$ cat config.mk
export PLATFORM = sky130hd
export DESIGN_NAME = ecbx_extender
export DESIGN_NICKNAME = d
export VERILOG_FILES = /design/src/shared/ecbx_pkg.sv /design/src/design/ecbx_receiver.sv /design/src/design/ecbx_extender.sv
export SDC_FILE = /design/constraint.sdc
export NUM_CORES = 1
export LEC_CHECK = 0
export BUFFER_PORTS_ARGS = -buffer_cell sky130_fd_sc_hd__buf_2
export CORE_UTILIZATION = 35
export CTS_BUF_LIST = sky130_fd_sc_hd__clkbuf_16
export DETAILED_ROUTE_END_ITERATION = 10
export HOLD_SLACK_MARGIN = 0.1
export PLACE_DENSITY = 0.65
export SETUP_SLACK_MARGIN = 0.4
export SLEW_MARGIN = 20
export SYNTH_ARGS = -nofsm -noshare
export SYNTH_HDL_FRONTEND = slang
export SYNTH_SLANG_ARGS = --single-unit
$ cat constraint.sdc
create_clock -name clk -period 3.68 [get_ports clk]
set_input_delay 0.552 -clock clk [delete_from_list [all_inputs] [get_ports clk]]
set_output_delay 0.552 -clock clk [all_outputs]
set_load 0.01 [all_outputs]
$ cat src/shared/ecbx_pkg.sv
// Purpose: Shared constants and types for the chassis bus extender pair
// Assumes: Channel strobes are active-high levels synchronous to clk
// Notes: Port offsets are 10-bit I/O addresses on the host channel
package ecbx_pkg;

  // I/O port map of the extender card
  localparam logic [9:0] ECBX_PORT_EXT_DATA = 10'h210;
  localparam logic [9:0] ECBX_PORT_EXT_ADDR_HI = 10'h211;
  localparam logic [9:0] ECBX_PORT_EXT_ADDR_LO = 10'h212;
  localparam logic [9:0] ECBX_PORT_ENABLE_STATUS = 10'h213;

  // I/O port map of the receiver card
  localparam logic [9:0] ECBX_PORT_RCV_DATA = 10'h214;
  localparam logic [9:0] ECBX_PORT_RCV_ADDR_HI = 10'h215;
  localparam logic [9:0] ECBX_PORT_RCV_ADDR_LO = 10'h216;

  // Segment that never waits and that arms the address latches
  localparam logic [3:0] ECBX_TOP_SEGMENT = 4'hF;

  // Enable port commands and status layout
  localparam logic [7:0] ECBX_CMD_DISABLE = 8'h00;
  localparam logic [7:0] ECBX_CMD_ENABLE = 8'h01;
  localparam int ECBX_STAT_ENABLE_BIT = 0;
  localparam int ECBX_STAT_WAIT_BIT = 1;
  localparam int ECBX_STAT_SWITCH_LSB = 4;

  // Values after reset
  localparam logic ECBX_ENABLE_RESET = 1'b1;
  localparam logic [7:0] ECBX_DATA_RESET = 8'h00;
  localparam logic [15:0] ECBX_ADDR_RESET = 16'h0000;

  // Wait states added per chassis memory cycle
  localparam logic [1:0] ECBX_WAIT_STATES = 2'h1;

  // Host channel as seen by both cards
  typedef struct packed {
    logic [19:0] addr;
    logic memRead;
    logic memWrite;
    logic refresh;
    logic ioRead;
    logic ioWrite;
    logic aen;
    logic [7:0] data;
  } ecbx_chan_s;

  // Wait generator states, Gray along idle-wait-hold
  typedef enum logic [1:0] {
    ECBX_IDLE = 2'b00,
    ECBX_WAIT = 2'b01,
    ECBX_HOLD = 2'b11
  } ecbx_wait_e;

  // Extender state
  typedef struct packed {
    ecbx_wait_e waitState;
    logic [1:0] waitCnt;
    logic memRdPrev;
    logic memWrPrev;
    logic ioWrPrev;
    logic enable;
    logic waitFlag;
    logic [7:0] extData;
    logic [15:0] addrLatch;
    logic [7:0] readData;
    logic readOe;
    logic ready;
    logic memSelect_n;
    logic dirToHost;
  } ecbx_ext_s;

  // Receiver state
  typedef struct packed {
    logic memWrPrev;
    logic ioWrPrev;
    logic [7:0] rcvData;
    logic [15:0] addrLatch;
    logic steerToHost;
  } ecbx_rcv_s;

endpackage : ecbx_pkg

$ cat src/design/ecbx_receiver.sv
// Purpose: Receiver card diagnostic latches and data direction steering
// Assumes: Channel inputs synchronous to clk; chassisHit decoded by the extender
// Notes: Latches are read back through the extender read mux
`timescale 1ns/100ps
module ecbx_receiver (
  input wire logic clk,
  input wire logic rst_n,
  input wire ecbx_pkg::ecbx_chan_s chan,
  input wire logic chassisEnable,
  input wire logic chassisHit,
  output logic [7:0] rcvData,
  output logic [15:0] rcvAddrLatch,
  output logic steerToHost
);
  import ecbx_pkg::*;

  ecbx_rcv_s q;
  ecbx_rcv_s d;
  logic memWrStart;
  logic ioWrStart;
  logic extPortHit;

  // Latch updates and steering decision
  always_comb begin
    d = q;
    memWrStart = chan.memWrite && !q.memWrPrev && !chan.refresh;
    ioWrStart = chan.ioWrite && !q.ioWrPrev && !chan.aen;
    extPortHit = (chan.addr[9:0] >= ECBX_PORT_EXT_DATA) &&
                 (chan.addr[9:0] <= ECBX_PORT_ENABLE_STATUS);
    d.memWrPrev = chan.memWrite;
    d.ioWrPrev = chan.ioWrite;
    // Only a live chassis sees the diagnostic write
    if (memWrStart && chassisEnable && chan.addr[19:16] == ECBX_TOP_SEGMENT) begin
      d.addrLatch = chan.addr[15:0];
    end
    if (ioWrStart && chan.addr[9:0] == ECBX_PORT_RCV_DATA) begin
      d.rcvData = chan.data;
    end
    // Drive toward host on chassis memory reads, enabled or not, and on I/O reads outside ports 210..213
    d.steerToHost = (chan.memRead && chassisHit) ||
                    (chan.ioRead && !chan.aen && !extPortHit);
  end

  always_ff @(posedge clk or negedge rst_n) begin
    if (!rst_n) begin
      q <= '{memWrPrev: 1'b0, ioWrPrev: 1'b0, rcvData: ECBX_DATA_RESET,
             addrLatch: ECBX_ADDR_RESET, steerToHost: 1'b0};
    end else begin
      q <= d;
    end
  end

  assign rcvData = q.rcvData;
  assign rcvAddrLatch = q.addrLatch;
  assign steerToHost = q.steerToHost;

  property p_rcv_latch;
    @(posedge clk) disable iff (!rst_n)
    memWrStart && chassisEnable && chan.addr[19:16] == ECBX_TOP_SEGMENT
      |=> rcvAddrLatch == $past(chan.addr[15:0]);
  endproperty
  a_rcv_latch: assert property (p_rcv_latch) else $error("receiver address not latched");

  property p_rcv_data;
    @(posedge clk) disable iff (!rst_n)
    ioWrStart && chan.addr[9:0] == ECBX_PORT_RCV_DATA |=> rcvData == $past(chan.data);
  endproperty
  a_rcv_data: assert property (p_rcv_data) else $error("receiver data not latched");

endmodule : ecbx_receiver

$ cat src/design/ecbx_extender.sv
// Purpose: Extender card wait-state generator, diagnostic ports and receiver pair
// Assumes: Host channel strobes are active-high levels synchronous to clk
// Notes: Reads answer one clock after the strobe is seen, held while it stays
`timescale 1ns/100ps

// Operation
// - One wait on chassis memory, not refresh
// - Switches 1..4 give address bits 19..16
// - Never wait in the top segment
// - Top-segment write latches address in extender
// - Ports 211/212 read latched address high/low
// - Port 210 writes and reads chassis data
// - Any write to 211 clears wait latch; a wait set in the same cycle wins
// - Port 213 write 00 disables, 01 enables
// - Port 213 reads enable D0, wait D1
// - Port 213 D7..D4 show switches, off=1
// - Chassis enabled after power-up
// - Enabled top write latches on both cards
// - Receiver port 214 latches and reads data
// - Receiver 215 high, 216 low address byte
// - Receiver steers extender buffer direction
// - Chassis memory cycle lasts five clocks
module ecbx_extender (
  input wire logic clk,
  input wire logic rst_n,
  input wire ecbx_pkg::ecbx_chan_s chan,
  input wire logic [3:0] switchOff,
  output logic channelReady,
  output logic chassisMemorySelect_n,
  output logic chassisEnable,
  output logic [7:0] chassisSideDataBits,
  output logic [7:0] readData,
  output logic readDataOe,
  output logic dataBufDirToHost
);
  import ecbx_pkg::*;

  ecbx_ext_s q;
  ecbx_ext_s d;
  logic [3:0] segLimit;
  logic chassisHit;
  logic topSegment;
  logic memStart;
  logic memWrStart;
  logic ioWrStart;
  logic ioRdActive;
  logic waitSet;
  logic waitClear;
  logic portHit;
  logic [7:0] portData;
  logic [7:0] rcvData;
  logic [15:0] rcvAddrLatch;
  logic rcvSteer;

  // Switch on means the bit is one in the memory limit
  assign segLimit = ~switchOff;
  assign topSegment = chan.addr[19:16] == ECBX_TOP_SEGMENT;
  // Memory at or above the system-unit limit, except the top segment, lives in the chassis
  assign chassisHit = (chan.addr[19:16] >= segLimit) && !topSegment;

  // The receiver sits across the cable but shares the channel view
  ecbx_receiver u_receiver (
    .clk(clk),
    .rst_n(rst_n),
    .chan(chan),
    .chassisEnable(q.enable),
    .chassisHit(chassisHit),
    .rcvData(rcvData),
    .rcvAddrLatch(rcvAddrLatch),
    .steerToHost(rcvSteer)
  );

  // Port read decode, shared by extender and receiver latches
  always_comb begin
    portHit = 1'b1;
    portData = 8'h00;
    case (chan.addr[9:0])
      ECBX_PORT_EXT_DATA: portData = q.extData;
      ECBX_PORT_EXT_ADDR_HI: portData = q.addrLatch[15:8];
      ECBX_PORT_EXT_ADDR_LO: portData = q.addrLatch[7:0];
      ECBX_PORT_ENABLE_STATUS: begin
        portData[ECBX_STAT_ENABLE_BIT] = q.enable;
        portData[ECBX_STAT_WAIT_BIT] = q.waitFlag;
        portData[ECBX_STAT_SWITCH_LSB +: 4] = switchOff;
      end
      ECBX_PORT_RCV_DATA: portData = rcvData;
      ECBX_PORT_RCV_ADDR_HI: portData = rcvAddrLatch[15:8];
      ECBX_PORT_RCV_ADDR_LO: portData = rcvAddrLatch[7:0];
      default: portHit = 1'b0;
    endcase
  end

  // Next-state logic for the whole extender
  always_comb begin
    d = q;
    memStart = ((chan.memRead && !q.memRdPrev) || (chan.memWrite && !q.memWrPrev))
               && !chan.refresh;
    memWrStart = chan.memWrite && !q.memWrPrev && !chan.refresh;
    ioWrStart = chan.ioWrite && !q.ioWrPrev && !chan.aen;
    ioRdActive = chan.ioRead && !chan.aen;
    // Refresh cycles are excluded; disabled chassis owns no memory
    waitSet = memStart && chassisHit && q.enable;
    waitClear = ioWrStart && chan.addr[9:0] == ECBX_PORT_EXT_ADDR_HI;
    d.memRdPrev = chan.memRead;
    d.memWrPrev = chan.memWrite;
    d.ioWrPrev = chan.ioWrite;

    // Wait generator: ready low for the wait count, then hold to strobe end
    case (q.waitState)
      ECBX_IDLE: begin
        d.ready = 1'b1;
        if (waitSet) begin
          d.ready = 1'b0;
          d.waitCnt = ECBX_WAIT_STATES;
          d.waitState = ECBX_WAIT;
        end
      end
      ECBX_WAIT: begin
        if (q.waitCnt == 2'h1) begin
          d.ready = 1'b1;
          d.waitState = ECBX_HOLD;
        end else begin
          d.waitCnt = q.waitCnt - 2'h1;
        end
      end
      ECBX_HOLD: begin
        d.ready = 1'b1;
        if (!chan.memRead && !chan.memWrite) begin
          d.waitState = ECBX_IDLE;
        end
      end
      default: begin
        d.ready = 1'b1;
        d.waitState = ECBX_IDLE;
      end
    endcase

    // Set wins over a clear in the same cycle so no wait is lost
    if (waitSet) begin
      d.waitFlag = 1'b1;
    end else if (waitClear) begin
      d.waitFlag = 1'b0;
    end

    // Top-segment writes latch regardless of the enable
    if (memWrStart && topSegment) begin
      d.addrLatch = chan.addr[15:0];
    end

    // Diagnostic port writes
    if (ioWrStart && chan.addr[9:0] == ECBX_PORT_EXT_DATA) begin
      d.extData = chan.data;
    end
    if (ioWrStart && chan.addr[9:0] == ECBX_PORT_ENABLE_STATUS) begin
      // Other values leave the enable as it was
      if (chan.data == ECBX_CMD_DISABLE) begin
        d.enable = 1'b0;
      end else if (chan.data == ECBX_CMD_ENABLE) begin
        d.enable = 1'b1;
      end
    end

    // Read data registered for the host; zero when nothing answers
    d.readOe = ioRdActive && portHit;
    d.readData = (ioRdActive && portHit) ? portData : 8'h00;

    // Chassis select follows a live memory cycle into the chassis
    d.memSelect_n = !((chan.memRead || chan.memWrite) && chassisHit && q.enable);
    // Buffer faces the host only when the receiver says so
    d.dirToHost = rcvSteer;
  end

  // State register; chassis comes up enabled
  always_ff @(posedge clk or negedge rst_n) begin
    if (!rst_n) begin
      q <= '{waitState: ECBX_IDLE, waitCnt: 2'h0, memRdPrev: 1'b0, memWrPrev: 1'b0,
             ioWrPrev: 1'b0, enable: ECBX_ENABLE_RESET, waitFlag: 1'b0,
             extData: ECBX_DATA_RESET, addrLatch: ECBX_ADDR_RESET, readData: 8'h00,
             readOe: 1'b0, ready: 1'b1, memSelect_n: 1'b1, dirToHost: 1'b0};
    end else begin
      q <= d;
    end
  end

  // Outputs straight from the state register
  assign channelReady = q.ready;
  assign chassisMemorySelect_n = q.memSelect_n;
  assign chassisEnable = q.enable;
  assign chassisSideDataBits = q.extData;
  assign readData = q.readData;
  assign readDataOe = q.readOe;
  assign dataBufDirToHost = q.dirToHost;

  // Ready low for exactly one clock after a chassis cycle starts
  property p_wait_one;
    @(posedge clk) disable iff (!rst_n)
    waitSet |=> !channelReady ##1 channelReady;
  endproperty
  a_wait_one: assert property (p_wait_one) else $error("chassis wait not one clock");

  // Top segment never waits
  property p_no_top_wait;
    @(posedge clk) disable iff (!rst_n)
    memStart && topSegment && q.waitState == ECBX_IDLE |=> channelReady;
  endproperty
  a_no_top_wait: assert property (p_no_top_wait) else $error("wait in top segment");

  // Refresh never waits
  property p_no_refresh_wait;
    @(posedge clk) disable iff (!rst_n)
    chan.refresh && q.waitState == ECBX_IDLE |=> channelReady;
  endproperty
  a_no_refresh_wait: assert property (p_no_refresh_wait) else $error("wait on refresh");

  // Address latched on a top-segment write
  property p_addr_latch;
    @(posedge clk) disable iff (!rst_n)
    memWrStart && topSegment |=> q.addrLatch == $past(chan.addr[15:0]);
  endproperty
  a_addr_latch: assert property (p_addr_latch) else $error("address not latched");

  // High address byte read back
  property p_read_hi;
    @(posedge clk) disable iff (!rst_n)
    ioRdActive && chan.addr[9:0] == ECBX_PORT_EXT_ADDR_HI
      |=> readDataOe && readData == $past(q.addrLatch[15:8]);
  endproperty
  a_read_hi: assert property (p_read_hi) else $error("bad high address read");

  // Data port write reaches the chassis side lines
  property p_data_write;
    @(posedge clk) disable iff (!rst_n)
    ioWrStart && chan.addr[9:0] == ECBX_PORT_EXT_DATA
      |=> chassisSideDataBits == $past(chan.data);
  endproperty
  a_data_write: assert property (p_data_write) else $error("data port not latched");

  // Write to 211 clears the flag unless a new wait arrives
  property p_wait_clear;
    @(posedge clk) disable iff (!rst_n)
    waitClear && !waitSet |=> !q.waitFlag;
  endproperty
  a_wait_clear: assert property (p_wait_clear) else $error("wait flag not cleared");

  // Disable command turns the chassis off
  property p_enable_cmd;
    @(posedge clk) disable iff (!rst_n)
    ioWrStart && chan.addr[9:0] == ECBX_PORT_ENABLE_STATUS && chan.data == ECBX_CMD_DISABLE
      |=> !chassisEnable ##1 !chassisEnable;
  endproperty
  a_enable_cmd: assert property (p_enable_cmd) else $error("disable ignored");

  // Status layout
  property p_status;
    @(posedge clk) disable iff (!rst_n)
    ioRdActive && chan.addr[9:0] == ECBX_PORT_ENABLE_STATUS
      |=> readData == {$past(switchOff), 2'b00, $past(q.waitFlag), $past(q.enable)};
  endproperty
  a_status: assert property (p_status) else $error("bad status byte");

  // A wait always raises the flag
  property p_flag_set;
    @(posedge clk) disable iff (!rst_n)
    waitSet |=> q.waitFlag;
  endproperty
  a_flag_set: assert property (p_flag_set) else $error("wait flag not set");

  // Receiver low address byte at its third port
  property p_rcv_lo;
    @(posedge clk) disable iff (!rst_n)
    ioRdActive && chan.addr[9:0] == ECBX_PORT_RCV_ADDR_LO
      |=> readData == $past(rcvAddrLatch[7:0]);
  endproperty
  a_rcv_lo: assert property (p_rcv_lo) else $error("bad receiver low read");

  // Low address byte read back
  property p_read_lo;
    @(posedge clk) disable iff (!rst_n)
    ioRdActive && chan.addr[9:0] == ECBX_PORT_EXT_ADDR_LO
      |=> readDataOe && readData == $past(q.addrLatch[7:0]);
  endproperty
  a_read_lo: assert property (p_read_lo) else $error("bad low address read");

  // A live chassis memory strobe selects the chassis on the next clock
  property p_select;
    @(posedge clk) disable iff (!rst_n)
    (chan.memRead || chan.memWrite) && chassisHit && chassisEnable
      |=> !chassisMemorySelect_n;
  endproperty
  a_select: assert property (p_select) else $error("chassis not selected");

  // Buffer faces the host two clocks after a chassis memory read, through the receiver
  property p_dir_read;
    @(posedge clk) disable iff (!rst_n)
    chan.memRead && chassisHit |-> ##2 dataBufDirToHost;
  endproperty
  a_dir_read: assert property (p_dir_read) else $error("buffer not turned to host");

  c_chassis_wait: cover property (@(posedge clk) disable iff (!rst_n) waitSet);
  c_top_write: cover property (@(posedge clk) disable iff (!rst_n) memWrStart && topSegment);
  c_set_clear: cover property (@(posedge clk) disable iff (!rst_n) waitSet && waitClear);
  c_disable: cover property (@(posedge clk) disable iff (!rst_n) $fell(chassisEnable));

endmodule : ecbx_extender

==> results of run 1 <==
[stage by stage]
step	util [%]	setup WS, ps
detailed placement	39.3	1140
global placement	39.3	1160
global route	42.3	1360
finish	42.3	1470
CTS	42.3	1450
floorplan	-	1580
[worst max path at each step]
stage | depth (start not counted) | end | slack [ps] | start
2_1_floorplan | 6 | q[41]$_DFFE_PN0P_ | 1580 | chan[30]
3_3_place_gp | 6 | u_receiver.rcvAddrLatch[11]$_DFFE_PN0P_ | 1160 | chan[32]
3_5_place_dp | 6 | u_receiver.rcvAddrLatch[12]$_DFFE_PN0P_ | 1140 | chan[32]
4_1_cts | 5 | u_receiver.rcvAddrLatch[11]$_DFFE_PN0P_ | 1450 | u_receiver.q[26]$_DFF_PN0_
5_1_grt | 5 | u_receiver.rcvAddrLatch[11]$_DFFE_PN0P_ | 1360 | u_receiver.q[26]$_DFF_PN0_
6_report | 5 | u_receiver.rcvAddrLatch[11]$_DFFE_PN0P_ | 1470 | u_receiver.q[26]$_DFF_PN0_
[routing by layer]
metal / up-vias / GRT usage (%) / routed length [um]
li1: 1037 / - / -
met1: 1127 / 21.2 / 3430
met2: 66 / 25.8 / 3690
met3: 8 / 4.72 / 405
met4: 2 / 8.03 / 105
met5: - / 0 / 12
[cell families after synthesis]
logic type	Yosys count	share of synthesized area, %
flops	70	51.4
mux	66	24.2
simple gates	58	9.00
buf+inv	37	6.88
compound gates	33	6.74
fa+ha+maj	5	1.83
[cells in the mapped netlist, types with 2 or more instances]
master | count | area share [%]
dfrtp_1 | 67 | 49
mux2_2 | 43 | 14
buf_4 | 16 | 3.5
nor2_1 | 16 | 1.8
mux2_4 | 10 | 4.4
nand2_1 | 9 | 0.99
mux2i_1 | 8 | 2.3
a21oi_1 | 7 | 1.0
inv_1 | 7 | 0.77
clkbuf_1 | 6 | 0.66
nand2b_1 | 6 | 1.1
nor3_1 | 6 | 0.88
ha_1 | 5 | 1.8
mux4_2 | 5 | 3.3
o21ai_0 | 5 | 0.73
a22oi_1 | 4 | 0.88
buf_2 | 4 | 0.59
nor2b_1 | 4 | 0.73
a211oi_1 | 3 | 0.66
dfstp_2 | 3 | 2.3
a21o_1 | 2 | 0.44
a22o_1 | 2 | 0.51
buf_6 | 2 | 0.66
nand3_1 | 2 | 0.29
nand4_1 | 2 | 0.37
or2_2 | 2 | 0.37
or3_1 | 2 | 0.37
[flip-flops by register name, summed over array words and instances (netlist names), 2 cells and up]
name	cells
u_receiver.rcvData	8
chassisSideDataBits	8
u_receiver.q	2
readData	8
q	22
u_receiver.rcvAddrLatch	16
[power by group]
| part | switching, uW | internal, uW | total (uW) | leakage (uW) |
|---|---|---|---|---|
| registers | 30.0 | 814 | 844 | 0.000940 |
| logic | 102 | 96.1 | 198 | 0.000878 |
| clock network | 302 | 512 | 813 | 0.000139 |
[worst max-delay path: stages (launching register included)]
cell and delay [ps]:
dfrtp_1 360, nand2b_1 150, or3_1 310, buf_4 230, or2_1 590, mux2_4 450
[layout make-up]
cell class                 instances  area, um2  share of cell area (%)
clock buffer                       9        225                    5.68
clock inverter                     7       55.1                    1.39
inverter                           7       26.3                   0.662
multi-input combinational        162       1430                    36.0
sequential                        70       1760                    44.3
tap                              129        161                    4.07
timing repair buffer              62        315                    7.95
==> impl_metrics.tcl, run 1 <==
set metrics [dict create \
    grt_pass1_vias 2333 \
    min_period_over_period_pct 60.1 \
    hp-class "in2reg" \
    fin_setup_tns_ps 0 \
    ys.warnings.count 0 \
    cts_hold_buf 0 \
    gr-usage-all-layers_pct 16.5 \
    worst-setup-path-type "reg2reg" \
    critPathArrivalTime_ps 2420 \
    rr_startpoint "u_receiver.q[26]$_DFF_PN0_" \
    slew_headroom_pct 33.7 \
    timing.hold.ws_ps 340 \
    wl_per_cell_um 17.1 \
    synth-seq-cells 70 \
    io_pins 61 \
    ant_nets 0 \
    max_freq_mhz 452 \
    synth_edf_count 0 \
    gp_congestion 0.792 \
    crit_required_ps 3890 \
    finalInstanceArea_um2 3970 \
    postCtsResizedCells 0 \
    avgSynthCellArea_um2 12.7 \
    die_w_um 101 \
    total_leakage_power_uw 0.00196 \
    drive_above_1_share_pct 43.8 \
    holdPathStages 1 \
    antenna_cells 0 \
    irDropWorstVdd_mv 0.261 \
    drv_slew 0 \
    antenna_found_initial 1 \
    cts.sinks 70 \
    hp-start "chan[9]" \
    dr.pass1.iters 4 \
    cp-start-kind "flip-flop" \
    ctsLongestPathBuffers 2 \
    fin_nets 357 \
    rows 35 \
    drc_errors 0 \
    setup_viol 0 \
    reg2reg_depth 5 \
    globalRouteOverflowTotal 0 \
    finalClockSkew_ps 4.12 \
    power_uw 1860 \
    layout_common_cells "dfrtp_1 (67), buf_2 (60), mux2_2 (43)" \
    status "finished, final reports clean" \
    port_buffers 60 \
    core_um2 9370 \
    syn_inst 269 \
    max_cap_violations 0 \
    area_growth_pct 16.0 \
    r2r_slack_ps 1470 \
    worst_pin_slew_ps 994 \
    htreeDepth 3 \
    syn_nets 314 \
    cts_tree "built" \
    dpl-instance-area_um2 3690 \
    grt_first_pass_wirelength_um 12500 \
    rr_endpoint "u_receiver.rcvAddrLatch[11]$_DFFE_PN0P_" \
    grt_max_degree 71 \
    worstPathMaxFanout 17 \
    end_kind "flip-flop" \
    start_util_pct 36.5 \
    viasPerCell 5.02 \
    clk_pin_slew_ps 50 \
    fillers 916 \
    hpwl_um 5400 \
    fp.dieArea_um2 10200 \
    ys_seq_area_share_pct 51.4 \
    drt_iter0_markers 93 \
    fin_crit_ps 2210 \
    netlist_area_um2 3420 \
    layout_commonest_cell "dfrtp_1" \
    wirelength_um 7640 \
    hold_viol 0 \
    fin_cells 446 \
    cts_made_buffers 9 \
    cts-root-buf "clkbuf_16" \
    async_flop_share_pct 100 \
    dp_cells 430 \
    holdPathEnd "u_receiver.q[25]$_DFF_PN0_" \
    post_cts_buffers 0 \
    synth.distinct_cells 48 \
    p_per_area_nw_per_um2 468 \
    rsz0062_at_grt "false" \
    dieHeight_um 101 \
    ys.flop_type "dfrtp_1" \
    clock_latency_ps 330 \
    routed-via-count 2240 \
]
Power figures use the tool's default switching activity.
==> run 2, diff against run 1 <==
--- a/config.mk
+++ b/config.mk
@@ -10,7 +10,7 @@
 export CTS_BUF_LIST = sky130_fd_sc_hd__clkbuf_16
 export DETAILED_ROUTE_END_ITERATION = 10
 export HOLD_SLACK_MARGIN = 0.1
-export PLACE_DENSITY = 0.65
+export PLACE_DENSITY = 0.67
 export SETUP_SLACK_MARGIN = 0.4
 export SLEW_MARGIN = 20
 export SYNTH_ARGS = -nofsm -noshare
==> constraint.sdc (replaced) <==
create_clock -name clk -period 2 [get_ports clk]
set_input_delay 0.3 -clock clk [delete_from_list [all_inputs] [get_ports clk]]
set_output_delay 0.3 -clock clk [all_outputs]
set_load 0.01 [all_outputs]
==> run 2 against run 1 <==
  * Global-route usage shrank 0.075 points
  * First-iteration DRC count grew 32%
  * Maximum frequency grew 30%
  * Largest cell class unchanged
==> impl_metrics.tcl, run 2 (synthesis gave the netlist of run 1 again) <==
set metrics [dict create \
    critPathArrivalTime_ps 1910 \
    fin_setup_tns_ps 0 \
    finalClockSkew_ps 6.27 \
    cts-root-buf "clkbuf_16" \
    timing.hold.ws_ps 121 \
    globalRouteOverflowTotal 0 \
    cts_made_buffers 9 \
    fp.dieArea_um2 10200 \
    fin_crit_ps 1700 \
    r2r_slack_ps 300 \
    hp-class "in2reg" \
    port_buffers 60 \
    rr_startpoint "u_receiver.q[26]$_DFF_PN0_" \
    drt_iter0_markers 123 \
    layout_common_cells "dfrtp_1 (67), buf_2 (60), mux2_2 (43)" \
    ant_nets 0 \
    p_per_area_nw_per_um2 808 \
    dieHeight_um 101 \
    viasPerCell 5.00 \
    cts_tree "built" \
    wl_per_cell_um 17.5 \
    total_leakage_power_uw 0.00203 \
    die_w_um 101 \
    largest_register_ffs 22 \
    max_cap_violations 0 \
    core_um2 9370 \
    grt_max_degree 35 \
    routed-via-count 2272 \
    layout_commonest_cell "dfrtp_1" \
    ctsLongestPathBuffers 2 \
    hold_viol 0 \
    area_growth_pct 20.2 \
    worstPathMaxFanout 8 \
    worst-setup-path-type "reg2reg" \
    start_util_pct 36.5 \
    cp-start-kind "flip-flop" \
    clock_latency_ps 330 \
    grt_first_pass_wirelength_um 12400 \
    grt_pass1_vias 2384 \
    antenna_cells 0 \
    max_freq_mhz 589 \
    dr.pass1.iters 4 \
    end_kind "flip-flop" \
    crit_required_ps 2210 \
    setup_viol 0 \
    min_period_over_period_pct 84.9 \
    hpwl_um 5570 \
    holdPathEnd "q[40]$_DFF_PN0_" \
    rr_endpoint "u_receiver.rcvAddrLatch[11]$_DFFE_PN0P_" \
    rsz0062_at_grt "true" \
    gp_congestion 0.782 \
    htreeDepth 3 \
    gr-usage-all-layers_pct 16.5 \
    clk_pin_slew_ps 60 \
    slew_headroom_pct 59.7 \
    fin_nets 366 \
    irDropWorstVdd_mv 0.406 \
    io_pins 61 \
    drc_errors 0 \
    drv_slew 0 \
    cts.sinks 70 \
    wirelength_um 7940 \
    antenna_found_initial 0 \
    rows 35 \
    holdPathStages 1 \
    hp-start "chan[13]" \
    reg2reg_depth 5 \
    worst_pin_slew_ps 604 \
    status "finished, final reports clean" \
    drive_above_1_share_pct 47.1 \
    top_register "q" \
]
==> run 2: cell count changes in the layout (fill, tap and decap cells not counted), sizes merged <==
cell	previous run	this run
inv	7	9
buf	62	68
clkinv	6	4
bufinv	1	0
clkbuf	9	10
dlygate4sd3	0	2
==> run 2: metrics by stage <==
step | area [um2] | total power, uW | std cells | util [%] | worst slack [ps]
6_report | 4110 | 3320 | 454 | 43.8 | 301
5_1_grt | 4110 | 3440 | 454 | 43.8 | 273
4_1_cts | 4060 | 3330 | 452 | 43.4 | 318
3_5_place_dp | 3780 | 1960 | 434 | 40.3 | 58.6
3_3_place_gp | 3780 | 1940 | 434 | 40.3 | 113
2_1_floorplan | 3460 | 1800 | 269 | - | 191
==> run 2: how the worst max path moves through the flow <==
stage	end	slack, ps	start	cells past startpoint
2_1_floorplan	u_receiver.rcvAddrLatch[10]$_DFFE_PN0P_	190	u_receiver.q[26]$_DFF_PN0_	7
3_3_place_gp	chassisSideDataBits[2]$_DFFE_PN0P_	110	chan[8]	5
3_5_place_dp	chassisSideDataBits[3]$_DFFE_PN0P_	60	chan[8]	5
4_1_cts	u_receiver.rcvAddrLatch[13]$_DFFE_PN0P_	320	u_receiver.q[26]$_DFF_PN0_	5
5_1_grt	u_receiver.rcvAddrLatch[11]$_DFFE_PN0P_	270	u_receiver.q[26]$_DFF_PN0_	5
6_report	u_receiver.rcvAddrLatch[11]$_DFFE_PN0P_	300	u_receiver.q[26]$_DFF_PN0_	5
==> run 2: power by group <==
part	switching, uW	internal [uW]
Combinational	198	194
Sequential	57.4	1500
Clock	563	806
Total	819	2500
==> run 2: final cells by class <==
cell class / count / area (um2)
inverters: 7 / 26.3
repair buffers: 71 / 430
well taps: 129 / 161
multi-input cells: 162 / 1490
flip-flops and latches: 70 / 1760
clock buffers: 9 / 225
clock inverters: 6 / 23.8
fillers: 926 / 5260
==> run 2: critical path, stage by stage, from the launching register on <==
cell and delay [ps]:
dfrtp_1 370, nand2b_4 140, or3_4 330, or2_4 270
clkbuf_16 180, mux2_4 290
==> run 2: metal layers <==
layer	track usage [%]	wire length, um	share of wire (%)
met2	26.0	3790	48
met3	3.40	304	3.8
met5	0	0	0
met4	6.91	119	1.5
met1	22.1	3730	47
==> run 2: timing repair <==
item                                    in CTS  in global routing
gates cloned                                 0                  1
endpoints found under the setup margin      32                 36
endpoints found under the hold margin       21                  0
pin swaps                                    1                  1
buffers inserted                             1                  1
hold buffers                                 2                  0
gates resized for setup                      2                  3
